==> src/scs_pkg.sv <==
// Constants, register layout and state record of the byte-wide serial port.
// Assumes a single 200 MHz clock and an 8-bit register port on that clock.
package scs_pkg;

	// Register byte addresses.
	localparam logic [7:0] ADDR_CONTROL = 8'h10;
	localparam logic [7:0] ADDR_STATUS = 8'h11;
	localparam logic [7:0] ADDR_DATA = 8'h12;

	// Bit positions of serial_port_control.
	localparam int CTL_RX_IE = 7;
	localparam int CTL_MASTER = 5;
	localparam int CTL_CLOCK_POLARITY_BIT = 4;
	localparam int CTL_CLOCK_PHASE_BIT = 3;
	localparam int CTL_WOM = 2;
	localparam int CTL_EN = 1;
	localparam int CTL_TX_IE = 0;
	localparam logic [7:0] CONTROL_WR_MASK = 8'hbf;
	localparam logic [7:0] CONTROL_RESET = 8'h28;

	// Bit positions of serial_port_status_control.
	localparam int ST_RX_FULL = 7;
	localparam int ST_ERR_IE = 6;
	localparam int ST_OVERRUN = 5;
	localparam int ST_MODE_FAULT = 4;
	localparam int ST_TX_EMPTY = 3;
	localparam int ST_MODE_FAULT_FLAG_EN = 2;
	localparam int ST_RATE_HI = 1;
	localparam int ST_RATE_LO = 0;

	// Controller rate divisors; the bit clock toggles every divisor cycles.
	localparam logic [7:0] RATE_DIV_0 = 8'h02;
	localparam logic [7:0] RATE_DIV_1 = 8'h08;
	localparam logic [7:0] RATE_DIV_2 = 8'h20;
	localparam logic [7:0] RATE_DIV_3 = 8'h80;

	// Sixteen clock edges and eight samples make one byte.
	localparam logic [3:0] LAST_EDGE = 4'hf;
	localparam logic [2:0] LAST_SAMPLE = 3'h7;

	// Index of each pin in the input synchroniser.
	localparam int SYNC_SCLK = 0;
	localparam int SYNC_MOSI = 1;
	localparam int SYNC_MISO = 2;
	localparam int SYNC_SEL = 3;
	localparam logic [3:0] SYNC_RESET = 4'h8;

	typedef enum logic [0:0] {
		SCS_IDLE = 1'b0,
		SCS_BUSY = 1'b1
	} scs_xfer_t;

	typedef struct packed {
		logic [7:0] ctl;
		logic err_ie;
		logic mode_fault_flag_en;
		logic [1:0] rate;
		logic rx_full;
		logic overrun;
		logic mode_fault;
		logic tx_empty;
		logic ovr_armed;
		logic mode_fault_flag_armed;
		logic [7:0] tx_buf;
		logic [7:0] rx_buf;
		logic [7:0] shifter;
		logic shifter_loaded;
		logic sample_due;
		scs_xfer_t xfer;
		logic [3:0] edge_cnt;
		logic [2:0] sample_cnt;
		logic [7:0] div_cnt;
		logic [3:0] sync1;
		logic [3:0] sync2;
		logic sclk_prev;
		logic sel_prev;
		logic sclk_lvl;
		logic data_out;
		logic [7:0] rd_data;
		logic sclk_o;
		logic sclk_oe_n;
		logic mosi_o;
		logic mosi_oe_n;
		logic miso_o;
		logic miso_oe_n;
		logic pullup_en;
		logic irq_rx;
		logic irq_tx;
		logic irq_err;
	} scs_state_t;

	localparam scs_state_t STATE_RESET = '{
		ctl: CONTROL_RESET,
		tx_empty: 1'b1,
		xfer: SCS_IDLE,
		sync1: SYNC_RESET,
		sync2: SYNC_RESET,
		sel_prev: 1'b1,
		sclk_oe_n: 1'b1,
		mosi_oe_n: 1'b1,
		miso_oe_n: 1'b1,
		pullup_en: 1'b1,
		default: '0
	};

endpackage : scs_pkg

==> src/scs_port.sv <==
// Byte-wide synchronous serial port: registers, controller and target engine.
// Assumes register strobes come from logic on ref_clk and that all serial
// pins arrive asynchronously and are resolved to wire levels outside.

// Overview of operation
// Polarity bit sets idle clock level.
// Phase 0: controller raises select between bytes; the port has no select output, select_n is only an input.
// Phase 0 target: select fall starts, MSB out.
// No shifter reload once a transfer started.
// Phase 1 target: first clock edge starts.
// High select: MISO released, clocks ignored.
// Wired-OR bit makes pins open-drain, no pullups.
// Enable bit runs port; clearing partially resets.
// Transmit-empty interrupt enable gates its request.
// Receive-full sets on byte; data read clears.
// Error enable gates mode-fault and overrun requests.
// Overrun keeps old byte, drops new one.
// Overrun clears: status read, then data read.
// Mode fault: target select rise, controller select low.
// Mode fault clears: status read, then status write.
// Transmit-empty sets when buffer feeds shifter.
// Idle port refills shifter within two cycles.
// Software writes data only when transmit-empty.
// Target select always input; enable only masks fault.
// Controller without fault enable ignores select.
// Rate bits pick divisor 2, 8, 32, 128.
// Data writes transmit buffer, reads receive buffer.
// Target only when not controller, select low.
// Level interrupt outputs follow enabled flags.
module scs_port
	import scs_pkg::*;
(
	input wire logic ref_clk,
	input wire logic rst_n,
	input wire logic [7:0] addr,
	input wire logic [7:0] wr_data,
	input wire logic wr_en,
	input wire logic rd_en,
	output logic [7:0] rd_data,
	input wire logic serial_clock_pin_in,
	output logic serial_clock_pin_out,
	output logic serial_clock_pin_oe_n,
	input wire logic mosi_in,
	output logic mosi_out,
	output logic mosi_oe_n,
	input wire logic miso_in,
	output logic miso_out,
	output logic miso_oe_n,
	input wire logic select_n,
	output logic pullup_en,
	output logic irq_rx_full,
	output logic irq_tx_empty,
	output logic irq_error
);
	import scs_pkg::*;

	function automatic logic [7:0] rate_divisor(input logic [1:0] sel);
		logic [7:0] d;
		unique case (sel)
			2'b00: d = RATE_DIV_0;
			2'b01: d = RATE_DIV_1;
			2'b10: d = RATE_DIV_2;
			2'b11: d = RATE_DIV_3;
		endcase
		return d;
	endfunction : rate_divisor

	// A pin driven low only, or both ways; oe_n low means driven.
	function automatic logic pin_oe_n(input logic drive, input logic wom,
		input logic level);
		return !(drive && (!wom || !level));
	endfunction : pin_oe_n

	scs_state_t st;
	scs_state_t next_st;

	logic sclk_s;
	logic mosi_s;
	logic miso_s;
	logic sel_n_s;
	logic en;
	logic master;
	logic clock_polarity_bit;
	logic clock_phase_bit;
	logic wom;
	logic target_sel;
	logic data_wr;
	logic data_rd;
	logic clk_edge;
	logic leading;
	logic sample_edge;
	logic busy_now;
	logic done;
	logic byte_in;
	logic din;
	logic [7:0] divisor;

	always_comb begin
		next_st = st;
		clk_edge = 1'b0;
		leading = 1'b0;
		sample_edge = 1'b0;
		busy_now = 1'b0;
		done = 1'b0;
		byte_in = 1'b0;
		din = 1'b0;

		next_st.sync1 = {select_n, miso_in, mosi_in, serial_clock_pin_in};
		next_st.sync2 = st.sync1;
		sclk_s = st.sync2[SYNC_SCLK];
		mosi_s = st.sync2[SYNC_MOSI];
		miso_s = st.sync2[SYNC_MISO];
		sel_n_s = st.sync2[SYNC_SEL];
		next_st.sclk_prev = sclk_s;
		next_st.sel_prev = sel_n_s;

		en = st.ctl[CTL_EN];
		master = st.ctl[CTL_MASTER];
		clock_polarity_bit = st.ctl[CTL_CLOCK_POLARITY_BIT];
		clock_phase_bit = st.ctl[CTL_CLOCK_PHASE_BIT];
		wom = st.ctl[CTL_WOM];
		din = master ? miso_s : mosi_s;
		target_sel = en && !master && !sel_n_s;
		divisor = rate_divisor(st.rate);
		data_wr = wr_en && (addr == ADDR_DATA);
		data_rd = rd_en && (addr == ADDR_DATA);

		// Register port; clears act first so that hardware sets win below, except the transmit-empty set, which yields to a data write.
		next_st.rd_data = 8'h00;
		if (wr_en) begin
			unique case (addr)
				ADDR_CONTROL: begin
					next_st.ctl = wr_data & CONTROL_WR_MASK;
				end
				ADDR_STATUS: begin
					next_st.err_ie = wr_data[ST_ERR_IE];
					next_st.mode_fault_flag_en = wr_data[ST_MODE_FAULT_FLAG_EN];
					next_st.rate = wr_data[ST_RATE_HI:ST_RATE_LO];
					if (st.mode_fault_flag_armed) begin
						next_st.mode_fault = 1'b0;
						next_st.mode_fault_flag_armed = 1'b0;
					end
				end
				ADDR_DATA: begin
					next_st.tx_buf = wr_data;
					next_st.tx_empty = 1'b0;
				end
				default: begin
				end
			endcase
		end
		if (rd_en) begin
			unique case (addr)
				ADDR_CONTROL: begin
					next_st.rd_data = st.ctl;
				end
				ADDR_STATUS: begin
					next_st.rd_data = {st.rx_full, st.err_ie, st.overrun,
						st.mode_fault, st.tx_empty, st.mode_fault_flag_en, st.rate};
					if (st.overrun) begin
						next_st.ovr_armed = 1'b1;
					end
					if (st.mode_fault) begin
						next_st.mode_fault_flag_armed = 1'b1;
					end
				end
				ADDR_DATA: begin
					next_st.rd_data = st.rx_buf;
					next_st.rx_full = 1'b0;
					if (st.ovr_armed) begin
						next_st.overrun = 1'b0;
						next_st.ovr_armed = 1'b0;
					end
				end
				default: begin
				end
			endcase
		end

		if (!en) begin
			// Partial reset: the engine and the shifter are abandoned, the
			// transmit buffer counts as empty, flags and settings stay.
			next_st.xfer = SCS_IDLE;
			next_st.shifter_loaded = 1'b0;
			next_st.edge_cnt = 4'h0;
			next_st.sample_cnt = 3'h0;
			next_st.div_cnt = 8'h00;
			next_st.sample_due = 1'b0;
			next_st.sclk_lvl = clock_polarity_bit;
			next_st.tx_empty = 1'b1;
		end else begin
			// An idle, empty shifter takes the buffer on the next edge.
			if (st.xfer == SCS_IDLE && !st.shifter_loaded && !st.tx_empty
					&& !st.sample_due) begin
				next_st.shifter = st.tx_buf;
				next_st.shifter_loaded = 1'b1;
				next_st.data_out = st.tx_buf[7];
				if (!data_wr) begin
					next_st.tx_empty = 1'b1;
				end
			end

			if (master) begin
				if (st.xfer == SCS_IDLE) begin
					next_st.sclk_lvl = clock_polarity_bit;
					if (st.shifter_loaded) begin
						next_st.xfer = SCS_BUSY;
						next_st.div_cnt = 8'h00;
						next_st.edge_cnt = 4'h0;
						next_st.sample_cnt = 3'h0;
						next_st.data_out = st.shifter[7];
					end
				end else if (st.div_cnt == divisor - 8'h01) begin
					next_st.div_cnt = 8'h00;
					clk_edge = 1'b1;
					next_st.sclk_lvl = !st.sclk_lvl;
					next_st.edge_cnt = st.edge_cnt + 4'h1;
					leading = !st.edge_cnt[0];
					if (st.edge_cnt == LAST_EDGE) begin
						done = 1'b1;
					end
				end else begin
					next_st.div_cnt = st.div_cnt + 8'h01;
				end
				busy_now = st.xfer == SCS_BUSY;
			end else begin
				// Target: clocks count only while selected.
				leading = sclk_s != st.sclk_prev && sclk_s != clock_polarity_bit;
				clk_edge = target_sel && sclk_s != st.sclk_prev;
				if (st.xfer == SCS_IDLE && target_sel) begin
					if (!clock_phase_bit && st.sel_prev) begin
						next_st.xfer = SCS_BUSY;
						next_st.sample_cnt = 3'h0;
						next_st.data_out = st.shifter[7];
					end else if (clock_phase_bit && clk_edge && leading) begin
						next_st.xfer = SCS_BUSY;
						next_st.sample_cnt = 3'h0;
						busy_now = 1'b1;
					end
				end
				if (st.xfer == SCS_BUSY) begin
					busy_now = 1'b1;
				end
				if (st.xfer == SCS_BUSY && st.mode_fault_flag_en && sel_n_s
						&& !st.sel_prev) begin
					next_st.mode_fault = 1'b1;
				end
			end

			sample_edge = leading ^ clock_phase_bit;
			if (busy_now && clk_edge) begin
				if (sample_edge && master) begin
					next_st.sample_due = 1'b1;
				end else if (sample_edge) begin
					next_st.shifter = {st.shifter[6:0], din};
					next_st.sample_cnt = st.sample_cnt + 3'h1;
					if (st.sample_cnt == LAST_SAMPLE) begin
						done = 1'b1;
						byte_in = 1'b1;
					end
				end else begin
					next_st.data_out = st.shifter[7];
				end
			end

			// The synchronised input bit lags the pin by two cycles, so the
			// controller takes it one cycle after its own sampling edge;
			// otherwise the fastest rate would read the previous bit.
			if (st.sample_due) begin
				next_st.sample_due = 1'b0;
				next_st.shifter = {st.shifter[6:0], din};
				next_st.sample_cnt = st.sample_cnt + 3'h1;
				if (st.sample_cnt == LAST_SAMPLE) begin
					byte_in = 1'b1;
				end
			end

			// The shifter is never reloaded while busy; a byte written now
			// waits in the buffer until the transfer ends.
			if (done) begin
				next_st.xfer = SCS_IDLE;
				next_st.shifter_loaded = 1'b0;
				next_st.sclk_lvl = clock_polarity_bit;
			end
			if (byte_in) begin
				if (next_st.rx_full) begin
					next_st.overrun = 1'b1;
				end else begin
					next_st.rx_buf = {st.shifter[6:0], din};
					next_st.rx_full = 1'b1;
				end
			end

			// In controller mode select is watched only when fault detection is on.
			if (master && st.mode_fault_flag_en && !sel_n_s) begin
				next_st.mode_fault = 1'b1;
			end
		end

		// Pin drivers; wired-OR drives only lows and turns pullups off.
		next_st.sclk_o = wom ? 1'b0 : next_st.sclk_lvl;
		next_st.sclk_oe_n = pin_oe_n(en && master, wom,
			next_st.sclk_lvl);
		next_st.mosi_o = wom ? 1'b0 : next_st.data_out;
		next_st.mosi_oe_n = pin_oe_n(en && master, wom,
			next_st.data_out);
		next_st.miso_o = wom ? 1'b0 : next_st.data_out;
		next_st.miso_oe_n = pin_oe_n(target_sel, wom,
			next_st.data_out);
		next_st.pullup_en = !wom;

		next_st.irq_rx = next_st.rx_full && st.ctl[CTL_RX_IE];
		next_st.irq_tx = next_st.tx_empty && st.ctl[CTL_TX_IE];
		next_st.irq_err = st.err_ie
			&& (next_st.overrun || next_st.mode_fault);
	end

	always_ff @(posedge ref_clk or negedge rst_n) begin
		if (!rst_n) begin
			st <= STATE_RESET;
		end else begin
			st <= next_st;
		end
	end

	assign rd_data = st.rd_data;
	assign serial_clock_pin_out = st.sclk_o;
	assign serial_clock_pin_oe_n = st.sclk_oe_n;
	assign mosi_out = st.mosi_o;
	assign mosi_oe_n = st.mosi_oe_n;
	assign miso_out = st.miso_o;
	assign miso_oe_n = st.miso_oe_n;
	assign pullup_en = st.pullup_en;
	assign irq_rx_full = st.irq_rx;
	assign irq_tx_empty = st.irq_tx;
	assign irq_error = st.irq_err;

endmodule : scs_port
==> config.mk <==
export PLATFORM = sky130hd
export DESIGN_NAME = scs_port
export DESIGN_NICKNAME = d
export VERILOG_FILES = /design/src/scs_pkg.sv /design/src/scs_port.sv
export SDC_FILE = /design/constraint.sdc
export NUM_CORES = 1
export LEC_CHECK = 0
export ABC_CLOCK_PERIOD_IN_PS = 3100
export BUFFER_PORTS_ARGS = -buffer_cell sky130_fd_sc_hd__buf_2
export CORE_UTILIZATION = 50
export CTS_CLUSTER_SIZE = 28
export DETAILED_ROUTE_END_ITERATION = 16
export PLACE_DENSITY = 0.78
export SETUP_SLACK_MARGIN = 0.3
export SLEW_MARGIN = 20
export SYNTH_ARGS = -nofsm -noshare
export SYNTH_HDL_FRONTEND = slang
export SYNTH_SLANG_ARGS = --single-unit
==> constraint.sdc <==
create_clock -name ref_clk -period 3.1 [get_ports ref_clk]
set_clock_uncertainty 0.1 [all_clocks]
set_input_delay 0.62 -clock ref_clk [delete_from_list [all_inputs] [get_ports ref_clk]]
set_output_delay 0.62 -clock ref_clk [all_outputs]
set_load 0.005 [all_outputs]
# After elaboration in Yosys (flattened, before gate mapping)
# Index checks and enable logic that the tools add are counted.
totals:
  out_inout_bits: 18
  reg_bits: 88
  inputBits: 24
  elab_cells: 221
op_classes:
  n_bitwise: 3
  n_reduce_logical: 54
  add_sub_neg: 4
  muxes: 107
  eq_ne: 18
ops:
  columns: ["cell", "count"]
  rows:
  - ["1-bit two-way mux", 74]
  - ["8-bit two-way mux", 9]
  - ["8-bit one-hot mux with 4 select lines", 1]
  - ["3-bit two-way mux", 10]
  - ["1-bit logical AND", 26]
  - ["8-bit by 5-bit == test with 1-bit output (second input constant)", 3]
  - ["8-bit one-hot mux with 3 select lines", 1]
  - ["18-bit two-way mux", 1]
  - ["9-bit two-way mux", 2]
  - ["16-bit two-way mux", 1]
  - ["1-bit zero test", 15]
  - ["4-bit two-way mux", 3]
  - ["2-bit AND reduction", 5]
  - ["3-bit AND reduction", 3]
  - ["8-bit by 1-bit adder with 8-bit output (second input constant)", 1]
  - ["8-bit == test", 1]
  - ["2-bit two-way mux", 4]
  - ["8-bit by 1-bit subtractor with 8-bit output (second input constant)", 1]
  - ["5-bit by 1-bit != test with 1-bit output (second input constant)", 1]
  - ["4-bit by 1-bit adder with 4-bit output (second input constant)", 1]
  - ["2-bit == test (second input constant)", 2]
  - ["4-bit == test (second input constant)", 1]
  - ["4-bit by 1-bit != test with 1-bit output (second input constant)", 1]
  - ["3-bit by 1-bit adder with 3-bit output (second input constant)", 1]
  - ["other kinds (14)", 18]

# Logic depth before layout (Yosys ltp)
# Gate-level depths: netlist (run 1).
logic_depth:
  ltp_word: 21
  ltp_mapped: 8
  ltp_nobuf: 6

# Least setup slack after synthesis (run 1)
# OpenSTA, ideal clock, no wires.
synth_timing:
  path_kind: "reg-to-reg"
  startpoint: "register st[79] (netlist bit)"
  endpoint: "register st[56] (netlist bit)"
  setup_ns: 0.125
  path_buffers: 0
  t_required_ns: 2.875
  stages_incl_launch_ff: 7
  synth_period_minus_slack_ns: 2.685
  arrival_time_ns: 2.461
  path_slack_ns: 0.415
  cell_sequence: "dfrtp_1 > or4_1 > a32o_1 > o311ai_2 > a21boi_4 > o2111ai_4 > mux2_2"
synth_between:
  elab_chain_cells: 16
  word_cells_on_any_way: 25
  cone_classes: "1 x add/sub; 4 x eq/ne; 15 x mux; 1 x bitwise; 4 x reduce/logical"
synth_rtl:
  columns: ["item", "line_no", "source"]
  rows:
  - ["from (decl)", "scs_port.sv:74", "scs_state_t st;"]
  - ["from (signal assigned)", "scs_port.sv:322", "st <= next_st;"]
  - ["2-bit == test, or another cell as far along", "scs_port.sv:59", "unique case (sel)"]
  - ["8-bit one-hot mux with 4 select lines *", "scs_port.sv:59", null]
  - ["8-bit by 1-bit subtractor with 8-bit output *", "scs_port.sv:213", "end else if (st.div_cnt == divisor - 8'h01) begin"]
  - ["8-bit == test *", "scs_port.sv:213", null]
  - ["1-bit two-way mux", "scs_port.sv:213", null]
  - ["1-bit two-way mux", "scs_port.sv:204", "if (st.xfer == SCS_IDLE) begin"]
  - ["1-bit two-way mux", "scs_port.sv:203", "if (master) begin"]
  - ["1-bit two-way mux", "scs_port.sv:180", "if (!en) begin"]
  - ["1-bit XOR", "scs_port.sv:250", "sample_edge = leading ^ clock_phase_bit;"]
  - ["1-bit two-way mux or 1-bit logical AND (tied branches)", "scs_port.sv:254, scs_port.sv:252", null]
  - ["1-bit two-way mux", "scs_port.sv:252", "if (sample_edge && master) begin"]
  - ["1-bit two-way mux *", "scs_port.sv:251", "if (busy_now && clk_edge) begin"]
  - ["1-bit two-way mux", "scs_port.sv:273", "if (st.sample_cnt == LAST_SAMPLE) begin"]
  - ["1-bit two-way mux *", "scs_port.sv:269", "if (st.sample_due) begin"]
  - ["1-bit two-way mux *", "scs_port.sv:180", null]
  - ["3-bit AND reduction (no source line) *", null, null]
# Mark *: on every way between the ends. The rest lies on a longest branch, timed or not. The select of a mux whose other input is x is not followed.
# A chain may end at the register's enable or synchronous reset.

==> impl_metrics.yaml, run 1 <==
drt:
  drtAntennaViolNets: 0
  wl_um: 10500
  vias: 3541
  drt_iter0_drc: 263
  drtPass1Iterations: 5
  wl_per_cell_um: 18.5
  route.detailed.drc: 0
  viasPerCell: 6.21
synth:
  yosysUniqueCellTypes: 58
  synth-seq-cells: 88
  synth_edf_count: 0
  synth.area.top_cells: "dfrtp_1 45%, mux2_2 7.6%, dfstp_2 6.1%, nand2_1 3.0%, nor2_1 2.9%"
  ys_async_sr_fraction_pct: 100
  synth_area_um2: 4310
  syn_avg_cell_area_um2: 10.5
  synth_top_area_share_pct: 45.3
  syn_nets: 440
  seq_area_frac_synth_pct: 51.4
  ys_warn_count: 0
  synth_flop_cell: "dfrtp_1"
  synth_top_cell_by_area: "dfrtp_1"
  synthCells: 412
sta:
  finalHoldViolCount: 0
  slew_viol_final: 0
  fmax_mhz: 355
  tightestPinTransition_ns: 0.830
  rsz0062_at_grt: "true"
  setup_viol: 0
  max_slew_margin_pct: 44.1
  holdWs_ns: 0.174
  setup_ws_ns: 0.282
  finalCritPeriodShare_pct: 90.9
  finalSetupTns_ns: 0
  fin_crit_ns: 2.82
power:
  p_per_area_nw_per_um2: 422
  pwr-share-seq_pct: 57.6
  p_sw_mw: 0.551
  total_leakage_power_nw: 2.21
  swShare_pct: 26.3
  p_comb_share_pct: 7.6
  pwr-share-clk_pct: 34.9
  max-vdd-ir-drop_mv: 0.267
  power.internal_mw: 1.54
  total_power_mw: 2.09
clocking:
  clk_path_buf_depth: 2
  cts_root_buffer: "clkbuf_8"
  clkSlewWorstSetupHoldPaths_ns: 0.08
  htreeDepth: 3
  numCtsBuffers: 9
  clk_latency_ns: 0.38
  ctsHoldBuffers: 0
  tritoncts: "done"
  cts_sinks: 88
layout:
  finish.net_count: 488
  fin_util_pct: 60.0
  instances_no_fill: 570
  area_delta_synth_final_pct: 15.0
  final_cell_area_um2: 4960
  diodes: 0
  drive_above_1_share_pct: 29.2
global_routing:
  antenna_found_initial: 0
  grt_max_degree: 52
  grt_pass1_wl_um: 16700
  grtUsageTotal_pct: 24.7
  gr-total-overflow: 0
  grt_pass1_vias: 3331
placement:
  place_inst: 542
  place_ws_ns: 0.186
  port_buffers: 41
  placed_area_um2: 4600
  place_congestion: 0.928
  hpwl_um: 7060
run:
  drv_cap: 0
worst_setup_path:
  slowest_stage: "or4_4"
  worstPathRequired_ns: 3.27
  cp_num_buf_inv: 0
  critical-path-top-delay-family: "compound AO/OA/AOI/OAI gates"
  path_class: "reg -> reg"
  path_max_fanout: 5
  cp_data_arrival_time_ns: 2.98
  cp_cell_sequence: "or4_4 > a211o_4 > o311a_4 > o211ai_1 > or3b_4 > o211a_1"
  end_kind: "register"
  start_kind: "register"
  critPathMaxStageDelay_ns: 0.55
worst_hold_path:
  hp-class: "in -> async"
floorplanning:
  die_height_um: 94.8
  die-width_um: 94.8
  start_util_pct: 52.2
  core-area_um2: 8260
  row_count: 33
  die_area_um2: 8990
  io_pins: 42
outcome:
  status: "complete, no violations"
[power groups by stage]
stage / logic, mW / clock network [mW] / registers [mW]
floorplan: 0.0810 / 0 / 1.21
global placement: 0.143 / 0 / 1.22
detailed placement: 0.146 / 0 / 1.22
CTS: 0.149 / 0.740 / 1.20
global route: 0.175 / 0.788 / 1.21
finish: 0.158 / 0.730 / 1.20
[synth_stat cells (3+ instances only)]
cell      number
o21ai_1        4
inv_1         15
o31ai_1        7
nor4_1         4
and3_1         4
clkbuf_1      17
a21oi_1       13
nand3_1       17
xor2_1         3
buf_4          9
a22oi_1        3
o21ai_0       22
mux2_2        29
o211ai_1       6
dfrtp_1       78
nor3_1        11
a31oi_1        3
and2_1         3
nor2_1        33
o221ai_1       7
nor2b_1        4
o22ai_1        9
mux2i_1       12
nand4_1        6
ha_1           4
nand2_1       35
dfstp_2       10
nand2b_1       5
[worst paths after layout]
check	start	endpoint	slack [ns]	cells after the start
min in group ref_clk	select_n	next_st[25]$_DFF_PN1_	0.24	1
setup reg to reg	st[36]$_DFFE_PN0P_	serial_clock_pin_out$_DFF_PN0_	0.28	6
setup / recovery	st[36]$_DFFE_PN0P_	serial_clock_pin_out$_DFF_PN0_	0.28	6
max in group asynchronous	rst_n	st[74]$_DFF_PN1_	2.04	2
hold reg to reg	next_st[22]$_DFF_PN0_	next_st[21]$_DFF_PN0_	0.25	0
hold / removal	rst_n	serial_clock_pin_out$_DFF_PN0_	0.17	1
[timing repair]
action,4_1_cts,5_1_grt
cloned,0,2
endpoints found under the setup margin,10,19
pin swaps,2,7
buffers inserted,2,8
resized for setup,3,15
[metal layers]
layer	vias up	global-route usage [%]	routed length, um	part of all wire, %
met2	159	37.7	4960	47
met3	27	5.39	652	6.2
li1	1612	-	-	-
met1	1743	34.3	4690	44
met4	0	9.47	238	2.3
met5	-	0	0	0
[sequential cells by signal, indices dropped and copies added, names as in the netlist]
| name | cells |
|---|---|
| st | 59 |
| rd_data | 8 |
| next_st | 6 |
| clock_phase_bit | 1 |
| clock_polarity_bit | 1 |
| en | 1 |
| irq_error | 1 |
| irq_rx_full | 1 |
| irq_tx_empty | 1 |
| master | 1 |
| miso_oe_n | 1 |
| miso_out | 1 |
| miso_s | 1 |
| mosi_oe_n | 1 |
| mosi_s | 1 |
| pullup_en | 1 |
| serial_clock_pin_oe_n | 1 |
| serial_clock_pin_out | 1 |
[area by class of cell]
cell class	instances	area, um2
tap	105	131
timing repair buffer	61	383
multi-input combinational	285	1990
clock inverter	7	52.6
inverter	15	56.3
sequential	88	2220
clock buffer	9	124
fill	681	3300
[worst register-to-register path: stages, from the launching register on]
cell	delay, ns
dfrtp_2	0.43
or4_4	0.55
a211o_4	0.39
o311a_4	0.40
o211ai_1	0.27
or3b_4	0.42
o211a_1	0.14
[cells by family (layout without fill, tap and decap cells)]
family | Yosys count | in the layout | synth area share, %
adders and majority gates | 4 | 4 | 1.16
muxes | 41 | 41 | 10.4
DFF | 88 | 88 | 51.4
and+or+nand+nor | 138 | 138 | 16.0
buffers and inverters | 41 | 92 | 4.36
xor gates and xnor gates | 4 | 4 | 0.813
AOI/OAI and AO/OA | 96 | 98 | 15.9
[layout by cell type, fill, tap and decap left out, types with 5 or more instances in the layout]
master and count:
o21ai_0 22, nand3_1 17, a21oi_1 13, mux2i_1 12, nand4_1 6, dfrtp_1 74
o31ai_1 7, mux2_2 26, nor2_1 33, clkbuf_8 9, o22ai_1 9, buf_2 40
o221ai_1 7, dfstp_2 10, o211ai_1 6, nand2b_1 5, nor3_1 11, nand2_1 35
buf_4 19, inv_1 15
No activity file was read; power rests on OpenSTA's default activity.
==> run 2: changes to the inputs <==
Settings changed: RECOVER_POWER from default to 50.
==> run 2 against run 1 <==
Effect of this change:
- global-route usage did not move
- clock power rose by 0.7%
- first-iteration DRC count rose by 13%
- sequential share of layout area rose by 0.16 points
- die area did not move
- final cell count did not move
- critical path depth did not move
- worst hold slack improved by 0.063 ns
- utilization fell by 0.21 points
- register-to-register slack barely moved
- sequential cell count did not move
- largest cell class unchanged
- largest power group unchanged
- critical path type unchanged
==> impl_metrics.yaml, run 2 (synthesis gave the netlist of run 1 again) <==
outcome:
  status: "complete, no violations"
layout:
  layout_commonest_cell: "dfrtp_1"
  diodes: 0
  n_fill_cell: 683
  largest_reg_flops: 59
  regMostFlops: "st"
  area_delta_synth_final_pct: 14.6
  finish.net_count: 488
  final_cell_area_um2: 4940
  instances_no_fill: 570
  drive_above_1_share_pct: 29.0
  final_cell_mix: "74 x dfrtp_1, 40 x buf_2, 35 x nand2_1"
worst_setup_path:
  cp_cell_sequence: "or4_4 > a211o_4 > o311a_4 > o211ai_1 > or3b_4 > o211a_1"
  critPathMaxStageDelay_ns: 0.55
  critical-path-top-delay-family: "compound AO/OA/AOI/OAI gates"
  end_kind: "register"
  cp_data_arrival_time_ns: 2.97
  path_class: "reg -> reg"
  slowest_stage: "or4_4"
  start_kind: "register"
  cp_num_buf_inv: 0
  worstPathRequired_ns: 3.27
  path_max_fanout: 5
drt:
  vias: 3528
  wl_per_cell_um: 18.6
  route.detailed.drc: 0
  wl_um: 10600
  drt_iter0_drc: 296
  drtAntennaViolNets: 0
  viasPerCell: 6.19
  drtPass1Iterations: 5
placement:
  place_congestion: 0.928
  placed_area_um2: 4600
  hpwl_um: 7060
  place_inst: 542
  port_buffers: 41
clocking:
  ctsHoldBuffers: 0
  clkSlewWorstSetupHoldPaths_ns: 0.09
  cts_sinks: 88
  htreeDepth: 3
  tritoncts: "done"
  clk_latency_ns: 0.38
  cts_root_buffer: "clkbuf_8"
  clk_path_buf_depth: 2
  numCtsBuffers: 9
power:
  swShare_pct: 26.5
  power.internal_mw: 1.54
  total_leakage_power_nw: 2.20
  p_comb_share_pct: 7.4
  pwr-share-clk_pct: 35.1
  p_sw_mw: 0.555
  pwr-share-seq_pct: 57.5
  max-vdd-ir-drop_mv: 0.269
  p_per_area_nw_per_um2: 424
global_routing:
  grt_pass1_wl_um: 16700
  grt_pass1_vias: 3331
  grt_max_degree: 52
  gr-total-overflow: 0
  grtUsageTotal_pct: 24.7
  antenna_found_initial: 0
sta:
  rsz0062_at_grt: "true"
  finalHoldViolCount: 0
  finalSetupTns_ns: 0
  fin_crit_ns: 2.81
  finalCritPeriodShare_pct: 90.6
  setup_viol: 0
  tightestPinTransition_ns: 1.26
  slew_viol_final: 0
  holdWs_ns: 0.237
  fmax_mhz: 356
  max_slew_margin_pct: 16.3
floorplanning:
  die-width_um: 94.8
  die_area_um2: 8990
  start_util_pct: 52.2
  row_count: 33
  io_pins: 42
  die_height_um: 94.8
  core-area_um2: 8260
run:
  drv_cap: 0
worst_hold_path:
  hp-class: "in -> reg"
-- run 2: changes by cell type in the layout (fill, tap and decap cells not counted), sizes merged --
cell	previous run	this run
buf	61	59
clkbuf	9	11
-- run 2: worst paths after layout --
| check | startpoint | depth (start not counted) | to | slack, ns |
|---|---|---|---|---|
| max | st[36]$_DFFE_PN0P_ | 6 | serial_clock_pin_out$_DFF_PN0_ | 0.29 |
| min | select_n | 1 | next_st[25]$_DFF_PN1_ | 0.24 |
| max reg2reg | st[36]$_DFFE_PN0P_ | 6 | serial_clock_pin_out$_DFF_PN0_ | 0.29 |
| min reg2reg | next_st[22]$_DFF_PN0_ | 0 | next_st[21]$_DFF_PN0_ | 0.25 |
| max in group asynchronous | rst_n | 2 | st[33]$_DFFE_PN0P_ | 0.86 |
| min in group asynchronous | rst_n | 1 | serial_clock_pin_out$_DFF_PN0_ | 0.41 |
-- run 2: power by group through the flow --
stage          Sequential (mW)  Clock [mW]  Combinational [mW]
3_5_place_dp              1.22           0               0.146
6_report                  1.20       0.735               0.155
5_1_grt                   1.21       0.788               0.172
4_1_cts                   1.20       0.740               0.149
3_3_place_gp              1.22           0               0.143
2_1_floorplan             1.21           0              0.0810
-- run 2: final cells by class --
cell class / count / area (um2) / area share [%]
clock buffer: 9 / 124 / 2.51
clock inverter: 7 / 52.6 / 1.06
inverter: 15 / 56.3 / 1.14
multi-input combinational: 285 / 1990 / 40.3
sequential: 88 / 2220 / 44.9
tap: 105 / 131 / 2.66
timing repair buffer: 61 / 365 / 7.40
-- run 2: layer usage --
metal  GRT usage (%)  wire length (um)  up-vias
li1                -                 -     1616
met1            34.3              4700     1742
met2            37.7              4970      148
met3            5.39               679       22
met4            9.47               233        0
met5               0                 0        -
-- run 2: metrics by stage --
step	total power, mW	util [%]	setup slack [ns]
2_1_floorplan	1.29	-	0.415
3_3_place_gp	1.37	55.8	0.287
3_5_place_dp	1.37	55.8	0.186
4_1_cts	2.09	58.2	0.302
5_1_grt	2.17	59.8	0.201
6_report	2.09	59.8	0.292
-- run 2: timing repair --
| item | in CTS | in global routing |
|---|---|---|
| cloned | 0 | 2 |
| setup endpoints to repair | 10 | 19 |
| pin swaps | 2 | 7 |
| gates resized for setup | 3 | 15 |
| setup buffers | 2 | 8 |
| hold endpoints to repair | 0 | 0 |
